`src/hw/pks_defines.svh`:
```
// How it works
// - Level select is caught once, at the first pre-regulator good, kept till reset.
// - Latched level low picks the 3.3 V I/O rail, high picks 5 V.
// - I/O rail under/overvoltage reported only after persisting 12 us.
// - Battery switch on outside standby while the first watchdog is served.
// - Software control turns the battery switch off at any time.
// - Overcurrent lasting the shutdown delay trips the switch and sets its flag.
// - After a trip, stay off until fault gone, flag read-cleared, command written.
// - Wake-up input leaves the off state and starts power-up.
// - Stay on while ignition high, hold-power set, or stay-awake refreshed.
// - Each wake-up falling edge in the on state enters keep-alive and starts a window.
// - Hold-power set during the window keeps the device powered.
// - Each stay-awake refresh in keep-alive restarts a full window.
// - Window expiring with no stay-on condition starts power-down.
// - Five volt and I/O rails start 200 us after pre-regulator good.
// - Core rail switches off 200 us after the window ends.
// - Reset held low until rails in range, then released after 12 ms.
`ifndef PKS_DEFINES_SVH
`define PKS_DEFINES_SVH

`define PKS_CLK_MHZ      10
`define PKS_T_FLT_US     12
`define PKS_T_OC_MIN_US  90
`define PKS_T_SEQ_US     200
`define PKS_T_RST_US     12000
`define PKS_T_KA_US      100000
`define PKS_FLT_CYC      (`PKS_T_FLT_US * `PKS_CLK_MHZ)
`define PKS_OC_CYC       (`PKS_T_OC_MIN_US * `PKS_CLK_MHZ)
`define PKS_SEQ_CYC      (`PKS_T_SEQ_US * `PKS_CLK_MHZ)
`define PKS_RST_CYC      (`PKS_T_RST_US * `PKS_CLK_MHZ)
`define PKS_KA_CYC       (`PKS_T_KA_US * `PKS_CLK_MHZ)

`define PKS_NPIN         9
`define PKS_PIN_WAKE     0
`define PKS_PIN_IGN      1
`define PKS_PIN_LVL      2
`define PKS_PIN_PREREG   3
`define PKS_PIN_UV       4
`define PKS_PIN_OV       5
`define PKS_PIN_OC       6
`define PKS_PIN_RANGE    7
`define PKS_PIN_WD       8
`define PKS_LONG_W       24

`endif

```
`src/hw/pks_pkg.sv`:
```
`include "pks_defines.svh"
`default_nettype none

package pks_pkg;

  typedef enum logic [2:0] {
    ST_OFF,
    ST_PWRUP,
    ST_ON,
    ST_KA,
    ST_PWRDN
  } pks_state_t;

  typedef struct packed {
    pks_state_t                  st;
    logic [`PKS_NPIN-1:0]        sy1;
    logic [`PKS_NPIN-1:0]        sy2;
    logic [`PKS_NPIN-1:0]        sy3;
    logic [`PKS_NPIN-1:0]        flt;
    logic                        wake_prev;
    logic                        lvl_done;
    logic                        lvl_val;
    logic [7:0]                  uv_cnt;
    logic [7:0]                  ov_cnt;
    logic                        uv_f;
    logic                        ov_f;
    logic [9:0]                  oc_cnt;
    logic                        tripped;
    logic                        oc_flag;
    logic                        vbsw;
    logic [11:0]                 seq_cnt;
    logic [`PKS_LONG_W-1:0]      ka_cnt;
    logic [`PKS_LONG_W-1:0]      rst_cnt;
    logic                        rail5_en;
    logic                        io_en;
    logic                        core_en;
    logic                        rst_out;
    logic                        ka_act;
  } pks_regs_t;

endpackage
`default_nettype wire

```
`src/hw/pks_top.sv`:
```
`timescale 1ns/1ps
`default_nettype none
`include "pks_defines.svh"

module pks_top #(
  parameter int unsigned RST_HOLD_CYC = `PKS_RST_CYC,
  parameter int unsigned KA_CYC       = `PKS_KA_CYC
) (
  input  wire logic mclk,
  input  wire logic rst_n,
  input  wire logic wake_in,
  input  wire logic ignition_input,
  input  wire logic io_level_select,
  input  wire logic prereg_above_uv,
  input  wire logic io_rail_uv_raw,
  input  wire logic io_rail_ov_raw,
  input  wire logic vbsw_overcurrent_raw,
  input  wire logic rails_in_range,
  input  wire logic first_watchdog_ok,
  input  wire logic hold_power_bit,
  input  wire logic stay_awake_refresh,
  input  wire logic vbsw_sw_disable,
  input  wire logic vbsw_cmd_on,
  input  wire logic vbsw_flag_read,
  output logic      io_five_volt_sel,
  output logic      io_rail_uv_fault,
  output logic      io_rail_ov_fault,
  output logic      switched_battery_out,
  output logic      vbsw_oc_flag,
  output logic      fixed_five_volt_rail_en,
  output logic      io_rail_en,
  output logic      core_rail_en,
  output logic      reset_out,
  output logic      keep_alive_active,
  output pks_pkg::pks_state_t seq_state
);
  import pks_pkg::*;

  localparam logic [7:0]  FLT_END = 8'(`PKS_FLT_CYC - 1);
  localparam logic [9:0]  OC_END  = 10'(`PKS_OC_CYC - 1);
  localparam logic [11:0] SEQ_END = 12'(`PKS_SEQ_CYC - 1);
  localparam logic [`PKS_LONG_W-1:0] RST_END =
    `PKS_LONG_W'(RST_HOLD_CYC - 1);
  localparam logic [`PKS_LONG_W-1:0] KA_END =
    `PKS_LONG_W'(KA_CYC - 1);

  pks_regs_t r_reg;
  pks_regs_t r_next;

  function automatic logic [7:0] flt_step(input logic [7:0] c,
                                          input logic       act);
    if (!act) begin
      return 8'h00;
    end
    return (c == FLT_END) ? c : c + 8'h01;
  endfunction

  logic [`PKS_NPIN-1:0] pins;
  assign pins = {first_watchdog_ok, rails_in_range, vbsw_overcurrent_raw,
                 io_rail_ov_raw, io_rail_uv_raw, prereg_above_uv,
                 io_level_select, ignition_input, wake_in};

  logic wake_f;
  logic ign_f;
  logic pre_f;
  logic oc_f;
  logic stay_on;
  logic ka_end;
  assign wake_f  = r_reg.flt[`PKS_PIN_WAKE];
  assign ign_f   = r_reg.flt[`PKS_PIN_IGN];
  assign pre_f   = r_reg.flt[`PKS_PIN_PREREG];
  assign oc_f    = r_reg.flt[`PKS_PIN_OC];
  assign stay_on = ign_f | hold_power_bit;
  assign ka_end  = (r_reg.ka_cnt == KA_END);

  always_comb begin
    r_next = r_reg;
    // Filter flop only moves the clean value once stages two and three agree
    r_next.sy1 = pins;
    r_next.sy2 = r_reg.sy1;
    r_next.sy3 = r_reg.sy2;
    r_next.flt = (r_reg.sy2 & r_reg.sy3) |
                 (r_reg.flt & (r_reg.sy2 | r_reg.sy3));
    r_next.wake_prev = wake_f;

    if (!r_reg.lvl_done && pre_f) begin
      r_next.lvl_done = 1'b1;
      r_next.lvl_val  = r_reg.flt[`PKS_PIN_LVL];
    end

    r_next.uv_cnt = flt_step(r_reg.uv_cnt, r_reg.flt[`PKS_PIN_UV]);
    r_next.ov_cnt = flt_step(r_reg.ov_cnt, r_reg.flt[`PKS_PIN_OV]);
    r_next.uv_f = r_reg.flt[`PKS_PIN_UV] && r_reg.uv_cnt == FLT_END;
    r_next.ov_f = r_reg.flt[`PKS_PIN_OV] && r_reg.ov_cnt == FLT_END;

    // Overcurrent count only runs while the switch actually drives
    if (oc_f && r_reg.vbsw) begin
      r_next.oc_cnt = (r_reg.oc_cnt == OC_END) ? 10'h000
                                               : r_reg.oc_cnt + 10'h001;
    end else begin
      r_next.oc_cnt = 10'h000;
    end
    if (vbsw_flag_read) begin
      r_next.oc_flag = 1'b0;
    end
    if (vbsw_cmd_on && !r_reg.oc_flag && !oc_f) begin
      r_next.tripped = 1'b0;
    end
    // Trip is set last so it wins over a same-cycle read or command
    if (oc_f && r_reg.vbsw && r_reg.oc_cnt == OC_END) begin
      r_next.tripped = 1'b1;
      r_next.oc_flag = 1'b1;
    end
    r_next.vbsw = (r_reg.st != ST_OFF) && r_reg.flt[`PKS_PIN_WD] &&
                  !vbsw_sw_disable && !r_next.tripped;

    unique case (r_reg.st)
      ST_OFF: begin
        r_next.seq_cnt = 12'h000;
        if (wake_f) begin
          r_next.st      = ST_PWRUP;
          r_next.core_en = 1'b1;
        end
      end
      ST_PWRUP: begin
        if (!pre_f) begin
          r_next.seq_cnt = 12'h000;
        end else if (r_reg.seq_cnt == SEQ_END) begin
          r_next.rail5_en = 1'b1;
          r_next.io_en    = 1'b1;
          r_next.st       = ST_ON;
        end else begin
          r_next.seq_cnt = r_reg.seq_cnt + 12'h001;
        end
      end
      ST_ON: begin
        if (r_reg.wake_prev && !wake_f) begin
          r_next.st     = ST_KA;
          r_next.ka_cnt = '0;
        end
      end
      ST_KA: begin
        if (wake_f || hold_power_bit) begin
          r_next.st = ST_ON;
        end else if (stay_awake_refresh) begin
          r_next.ka_cnt = '0;
        end else if (ka_end) begin
          if (stay_on) begin
            r_next.st = ST_ON;
          end else begin
            r_next.st      = ST_PWRDN;
            r_next.seq_cnt = 12'h000;
          end
        end else begin
          r_next.ka_cnt = r_reg.ka_cnt + `PKS_LONG_W'(1);
        end
      end
      ST_PWRDN: begin
        if (r_reg.seq_cnt == SEQ_END) begin
          r_next.core_en  = 1'b0;
          r_next.rail5_en = 1'b0;
          r_next.io_en    = 1'b0;
          r_next.st       = ST_OFF;
        end else begin
          r_next.seq_cnt = r_reg.seq_cnt + 12'h001;
        end
      end
      // Three unused codes of the state field fall back to standby
      default: begin
        r_next.st = ST_OFF;
      end
    endcase
    // Keep-alive flag kept as its own flop so the pin is glitch free
    r_next.ka_act = (r_next.st == ST_KA);

    // Any loss of range restarts the full hold time
    if (!r_reg.flt[`PKS_PIN_RANGE] || !r_reg.io_en) begin
      r_next.rst_cnt = '0;
      r_next.rst_out = 1'b0;
    end else if (r_reg.rst_cnt == RST_END) begin
      r_next.rst_out = 1'b1;
    end else begin
      r_next.rst_cnt = r_reg.rst_cnt + `PKS_LONG_W'(1);
    end
  end

  always_ff @(posedge mclk) begin
    if (!rst_n) begin
      r_reg <= '0;
    end else begin
      r_reg <= r_next;
    end
  end

  assign io_five_volt_sel        = r_reg.lvl_val;
  assign io_rail_uv_fault        = r_reg.uv_f;
  assign io_rail_ov_fault        = r_reg.ov_f;
  assign switched_battery_out    = r_reg.vbsw;
  assign vbsw_oc_flag            = r_reg.oc_flag;
  assign fixed_five_volt_rail_en = r_reg.rail5_en;
  assign io_rail_en              = r_reg.io_en;
  assign core_rail_en            = r_reg.core_en;
  assign reset_out               = r_reg.rst_out;
  assign keep_alive_active       = r_reg.ka_act;
  assign seq_state               = r_reg.st;
endmodule
`default_nettype wire
```
`config.mk`:
```
export PLATFORM = sky130hd
export DESIGN_NAME = pks_top
export DESIGN_NICKNAME = d
export VERILOG_FILES = /design/src/hw/pks_pkg.sv /design/src/hw/pks_top.sv
export VERILOG_INCLUDE_DIRS = /design/src /design/src/hw
export SDC_FILE = /design/constraint.sdc
export NUM_CORES = 1
export LEC_CHECK = 0
export BUFFER_PORTS_ARGS = -buffer_cell sky130_fd_sc_hd__buf_4
export CORE_UTILIZATION = 57
export CTS_BUF_LIST = sky130_fd_sc_hd__clkbuf_4 sky130_fd_sc_hd__clkbuf_8
export DETAILED_ROUTE_END_ITERATION = 12
export PLACE_DENSITY = 0.78
export SLEW_MARGIN = 0
export SYNTH_ARGS = -nofsm -noshare
export SYNTH_HDL_FRONTEND = slang
export SYNTH_SLANG_ARGS = --single-unit
```
`constraint.sdc`:
```
create_clock -name mclk -period 2.2 [get_ports mclk]
set_clock_uncertainty 0.2 [all_clocks]
set_input_delay 0.33 -clock mclk [delete_from_list [all_inputs] [get_ports mclk]]
set_output_delay 0.33 -clock mclk [all_outputs]
set_load 0.01 [all_outputs]
```
==> impl_results.md, run 1 <==
- Routed WL: 12000 µm
- Master cell of the clock root buffer: clkbuf_8
- Post-synth top area cell: dfxtp_1
- Max H-tree Level: 4
- Post-synth net total: roughly 670
- Placeable core region: 9770 µm²
- Clock-pin slew of the registers on the worst-case setup and hold paths: about 0.09 ns
- Worst Path Class, Setup: flop to flop
- Area share of xor/xnor cells in the synthesized design: about a tenth
- Unrepaired setup endpoints after global routing: yes
- Total Negative Setup Slacks: 0 ns
- Final hold slack: roughly 0.057 ns
- Std-Cell Rows: 36
- First DRT Iteration DRCs: approximately 170
- Global-route total usage across every layer: 24.0%
- Area fraction of the dominant cell type after synthesis: 47.8%
- Critical Path Source Type: flop
- Antenna-violating nets left: 0
- Largest family of logic cells by synthesized area: simple AND/OR/NAND/NOR gates
- Power density relative to cell area: roughly 670 nW/µm²
- Die Span Y: 102 µm
- Gpl congestion: between 0.9 and 1
- Part of the Yosys area used for sequential elements: 47.8%
- Worst vdd rail ir drop: between 500 and 600 µV
- TritonCTS clock tree: done
- Mux contribution to synthesized area: less than 1%
- Netlist area before placement: roughly 5700 µm²
- Detailed-placement wirelength estimate: 8140 µm
- Full die area: ~10000 µm²
- Post-route setup slack: ~0.075 ns
- Count of synthesis-stage warnings from yosys: 0
- Worst-case headroom to the max-slew limit: around two fifths
- Number of pins exceeding their max-slew limit in the final report: 0
- Compound-gate portion of the synthesized area: a little under a tenth
- Adder and majority gate portion of the synthesized area: under 10%
- Proportion of layout cells with a drive suffix above 1: between 10% and 20%
- Inserted Clock Buffers: 17
- Area added between synthesis and finish: 21.5%
- Number of library cell types mapped by synthesis: 52
- Count of mapped cells out of synthesis: between 600 and 700
- Outcome: completed
- Leakage power total: 2.48 nW
- Final core utilization: roughly 70%
- Pre-CTS worst setup slack: -0.115 ns
- Share of the cycle needed by the critical path after routing: a little under 100%
- Basic-gate share of the synthesized area counting and, or, nand and nor cells: between 20% and 30%
- Max-cap check violation count: 0
- Antenna violations before repair: 0
- Count of final setup violators: 0
- Cell with the most instances after synthesis: dfxtp_1
- Worst min-delay path class: input port to flop
- Cells taking the most area after synthesis: dfxtp_1 (48%), xor2_1 (6.4%), nor2_1 (5.8%), and2_1 (3.6%), a21oi_1 (3.2%)
- Router iterations before antenna repair: 4
- Synthesized flop and latch total: 137
- Number of filler instances in the final layout: between 700 and 800
- Max Root-Sink Buffers: 2
- Vias post-DR: between 4000 and 5000
- Final cell area excluding filler cells: around 7000 µm²
- Vias in the first global route: approximately 4500
- Maximum number of pins on one net before global-route repair: 26
- Minimum period implied by the final worst setup slack: approximately 2.1 ns
- Starting Density: between 50% and 60%
- Chip Width: 102 µm
- IO Port Bufs: 28
- Main synth FF type: dfxtp_1
- Max FFs per register: between 100 and 150
- Post-layout nets: 750
- DRC violation count after routing: 0
- Placed instance area: about 6300 µm²
- EDFF count, synth: 0
- Routed length per placed instance: 13.8 µm
- Top cells by count, synth: dfxtp_1 (137), nor2_1 (89), nand2_1 (48)
- Critical Path Sink Type: flop
- Arrival time of the worst setup path: 2.29 ns
- Hold Vio Cnt, Final: 0
- IO Pins: 29
- Per-cell via count in the routed design: between 5 and 6
- First-pass GRT wire length: about 20000 µm
- Overall overflow remaining after global route: 0
- Number of antenna repair diodes: 0
- Sink Count: 137
- Max frequency: between 400 and 500 MHz
- Measured slew at the worst slew-check pin: around 0.87 ns
- Per-instance average area after synthesis: 8.89 µm²
- Required time reported for the critical path endpoint: 2.36 ns
- Crit-path max FO: 7
- Async SR Flop Fraction: 0%
- Clock latency reported for the late side of the worst-skew pair: approximately 0.44 ns
## where the power goes
part | leakage (nW) | internal [mW] | switching, mW
logic | 1.17 | 0.0509 | 0.0439
registers | 1.11 | 2.50 | 0.0104
clock network | 0.198 | 1.03 | 1.03
## through the flow
step	instances	total power, mW
finish	874	4.67
global route	874	4.83
CTS	865	4.70
detailed placement	822	2.65
global placement	822	2.64
floorplan	645	2.60
## critical path: stages (launching register included)
cell and delay (ns):
dfxtp_1 0.33, buf_4 0.16, or3_1 0.38, nor4_4 0.32
buf_6 0.18, buf_6 0.10, o211ai_1 0.10, xor2_1 0.16
nor2_1 0.11
## cell type report
class | count | area [µm²] | share of cell area (%)
multi-input cells | 477 | 2930 | 42.1
clock inverters | 15 | 168 | 2.41
flip-flops and latches | 137 | 2750 | 39.4
well taps | 133 | 166 | 2.39
clock buffers | 17 | 234 | 3.36
inverters | 8 | 30.0 | 0.431
repair buffers | 87 | 692 | 9.93
## logic make-up (layout without fill, tap and decap cells)
group / Yosys count / in the layout
adders and majority gates: 6 / 6
AOI/OAI and AO/OA: 92 / 92
buffers and inverters: 31 / 127
and+or+nand+nor: 311 / 311
DFF: 137 / 137
xor gates and xnor gates: 63 / 63
muxes: 5 / 5
## cells in the final DEF, fill, tap and decap left out, drive strengths merged, types with 11 or more instances in the layout
cell type,Yosys,final
a21oi,37,37
and2,33,33
and3,13,13
and4,11,11
buf,8,76
clkbuf,15,17
dfxtp,137,137
dlygate4sd3,0,11
inv,8,13
nand2,48,48
nand3,27,27
nand4,27,27
nor2,89,89
nor3,14,14
nor4,11,11
o21ai,31,31
xnor2,21,21
xor2,42,42
## layer usage
layer | GRT usage [%] | share of wire (%)
met1 | 28.6 | 45
met2 | 40.3 | 50
met3 | 7.11 | 3.4
met4 | 10.1 | 1.1
met5 | 0 | 0
## timing repair
item | CTS | global route
gates resized for setup | 4 | 21
hold buffers | 11 | 0
pin swaps | 2 | 6
buffers inserted | 0 | 9
endpoints found under the hold margin | 11 | 0
endpoints found under the setup margin | 16 | 31
## worst paths after layout
kind	endpoint	startpoint	cells past startpoint	slack (ns)
worst min register to register	r_next[108]$_SDFF_PN0_	r_next[117]$_SDFF_PN0_	1	0.24
worst min-delay path	r_reg[62]$_SDFFE_PN0P_	rst_n	3	0.06
worst max-delay path	r_reg[55]$_SDFFE_PN0P_	r_next[98]$_SDFF_PN0_	8	0.07
worst max register to register	r_reg[55]$_SDFFE_PN0P_	r_next[98]$_SDFF_PN0_	8	0.07
Note: power is estimated with default switching activity, not from simulation.
==> run 2: changes to the inputs <==
--- a/config.mk
+++ b/config.mk
@@ -6,11 +6,11 @@
 export SDC_FILE = /design/constraint.sdc
 export NUM_CORES = 1
 export LEC_CHECK = 0
+export ABC_CLOCK_PERIOD_IN_PS = 2200
 export BUFFER_PORTS_ARGS = -buffer_cell sky130_fd_sc_hd__buf_4
-export CORE_UTILIZATION = 57
-export CTS_BUF_LIST = sky130_fd_sc_hd__clkbuf_4 sky130_fd_sc_hd__clkbuf_8
+export CORE_UTILIZATION = 55
 export DETAILED_ROUTE_END_ITERATION = 12
-export PLACE_DENSITY = 0.78
+export PLACE_DENSITY = 0.77
 export SLEW_MARGIN = 0
 export SYNTH_ARGS = -nofsm -noshare
 export SYNTH_HDL_FRONTEND = slang
==> impl_results.md, run 2 (same netlist as run 1, synthesis figures left out) <==
- Violations in the final reports: negative setup slack
- Proportion of layout cells with a drive suffix above 1: 18.9% (+1.2 points)
- Placeable core region: 9950 µm² (+1.8%)
- Antenna violations before repair: 0 (unchanged)
- DRC violation count after routing: 0 (unchanged)
- Final hold slack: 0.0223 ns (-0.0347 ns)
- Outcome: finished with violations
- IO Pins: 29 (unchanged)
- Measured slew at the worst slew-check pin: 0.874 ns (+0.00251 ns)
- Maximum number of pins on one net before global-route repair: 26 (unchanged)
- Max frequency: 451 MHz (-4.1%)
- Max Root-Sink Buffers: 2 (unchanged)
- Most common library cell in the layout ignoring fill and taps: dfxtp_1
- Vias post-DR: 5006 (+3.1%)
- Clock-pin slew of the registers on the worst-case setup and hold paths: 0.06 ns (-0.03 ns)
- Inserted Clock Buffers: 17 (unchanged)
- Pre-CTS worst setup slack: -0.103 ns (+0.0120 ns)
- Routed WL: 13200 µm (+9.8%)
- Unrepaired setup endpoints after global routing: yes
- Cell depth of the worst flop-to-flop path: 10 (+2)
- Portion of total power attributed to sequential cells: 46.2% (-7.6 points)
- Required time reported for the critical path endpoint: 2.42 ns (+0.06 ns)
- Vias in the first global route: 4902 (+9.7%)
- Critical Path Sink Type: flop
- Share of the cycle needed by the critical path after routing: 101% (+4.2 points)
- Routed length per placed instance: 14.9 µm (+8.4%)
- Global-route met1 utilization: 28.2% (-0.39 points)
- Max H-tree Level: 4 (unchanged)
- Combinational fraction of design power: 1.9% (about the same)
- Met2 GRT Util: 43.8% (+3.4 points)
- Gpl congestion: 0.924 (+0.56%)
- Worst vdd rail ir drop: 616 µV (+6.7%)
- Most frequent cells in the layout: dfxtp_1 (131), nor2_1 (87), buf_4 (79)
- Per-cell via count in the routed design: 5.66 (+1.8%)
- Full die area: 10800 µm² (+3.6%)
- Crit-path max FO: 6 (-1)
- Hold path depth: 4 (+1)
- Chip Width: 104 µm (+1.8%)
- Number of pins exceeding their max-slew limit in the final report: 0 (unchanged)
- Minimum period implied by the final worst setup slack: 2.22 ns (+0.0918 ns)
- Number of antenna repair diodes: 0 (unchanged)
- Die Span Y: 104 µm (+1.8%)
- Max FFs per register: 103 (unchanged)
- Power density relative to cell area: 745 nW/µm² (+11%)
- Master cell of the clock root buffer: clkbuf_8
- Worst-case headroom to the max-slew limit: 41.7% (-0.17 points)
- Max-cap check violation count: 0 (unchanged)
- Overall overflow remaining after global route: 0 (unchanged)
- Detailed-placement wirelength estimate: 8510 µm (+4.6%)
- Clock latency reported for the late side of the worst-skew pair: 0.53 ns (+0.09 ns)
- Clock network fraction of design power: 51.9% (+7.7 points)
- Final cell area excluding filler cells: 7310 µm² (+4.9%)
- Placed instance area: 6390 µm² (+1.4%)
- Area added between synthesis and finish: 27.4%
- Critical Path Source Type: flop
- Leakage power total: 2.63 nW (+6.1%)
- Starting Density: 57.6% (-1.1 points)
- GR met3 Demand/Resource: 6.52% (-0.60 points)
- Routing layer with the top usage in global route: met2
- Antenna-violating nets left: 0 (unchanged)
- Count of final setup violators: 2 (+2)
- IO Port Bufs: 28 (unchanged)
- Switching power: 1.15 mW (+5.7%)
- Post-route setup slack: -0.0170 ns (-0.0918 ns)
- Final core utilization: 73.4% (+2.1 points)
- Global-route total usage across every layer: 24.8% (+0.81 points)
- Hold Vio Cnt, Final: 0 (unchanged)
- Post-layout nets: 761 (+1.5%)
- First-pass GRT wire length: 21700 µm (+12%)
- First DRT Iteration DRCs: 239 (+45%)
- Worst min-delay path class: input port to flop
- Router iterations before antenna repair: 4 (unchanged)
- Switching Fraction: 21.1% (-2.2 points)
- Std-Cell Rows: 36 (unchanged)
- Worst Path Class, Setup: flop to flop
- Arrival time of the worst setup path: 2.43 ns (+0.14 ns)
- Sink Count: 137 (unchanged)
- TritonCTS clock tree: done
- Total Negative Setup Slacks: -0.0207 ns (-0.0207 ns)
- Internal Power: 4.30 mW (+20%)
-- run 2: power by group through the flow --
stage	Clock (mW)	Combinational, mW	Sequential [mW]
5_1_grt	2.98	0.113	2.51
3_5_place_dp	0	0.0800	2.57
2_1_floorplan	0	0.0385	2.57
4_1_cts	2.86	0.103	2.51
3_3_place_gp	0	0.0781	2.57
6_report	2.83	0.104	2.51
-- run 2: cell type report --
type                       instances  area, µm²
timing repair buffer              98        798
fill                             715       2650
multi-input combinational        477       2980
tap                              133        166
inverter                           8       30.0
clock buffer                      18        418
clock inverter                    14        171
sequential                       137       2750
-- run 2: per-stage QoR --
| stage | std cells | power (mW) |
|---|---|---|
| final | 885 | 5.44 |
| after global routing | 885 | 5.61 |
| after CTS | 881 | 5.48 |
| after detailed placement | 832 | 2.65 |
| after global placement | 832 | 2.64 |
| after floorplan | 645 | 2.60 |
-- run 2: worst max-delay path, cell delays in order (launching register included) --
cell and delay (ns):
dfxtp_1 0.34, nor4_4 0.28, nand4_1 0.16, buf_4 0.18
nor4_4 0.26, buf_4 0.18, buf_12 0.11, buf_8 0.10
o211ai_1 0.09, xor2_1 0.16, nor2_1 0.05
-- run 2: repair_timing --
| action | CTS | global route |
|---|---|---|
| endpoints found under the setup margin | 16 | 34 |
| hold endpoints to repair | 14 | 0 |
| hold buffers | 17 | 0 |
| gates resized for setup | 2 | 32 |
| setup buffers | 0 | 5 |
| pin swaps | 3 | 14 |
-- run 2: worst paths after layout --
path | to | startpoint | slack [ns]
min | r_reg[67]$_SDFF_PN0_ | vbsw_cmd_on | 0.02
min reg2reg | r_next[112]$_SDFF_PN0_ | r_next[121]$_SDFF_PN0_ | 0.24
max reg2reg | r_reg[55]$_SDFFE_PN0P_ | r_reg[36]$_SDFFE_PN0P_ | -0.02
max | r_reg[55]$_SDFFE_PN0P_ | r_reg[36]$_SDFFE_PN0P_ | -0.02
-- run 2: metal layers --
layer  part of all wire [%]  wire length, µm
met3                    4.5              600
met5                      0                0
met1                     42             5550
met2                     52             6840
met4                    1.7              225
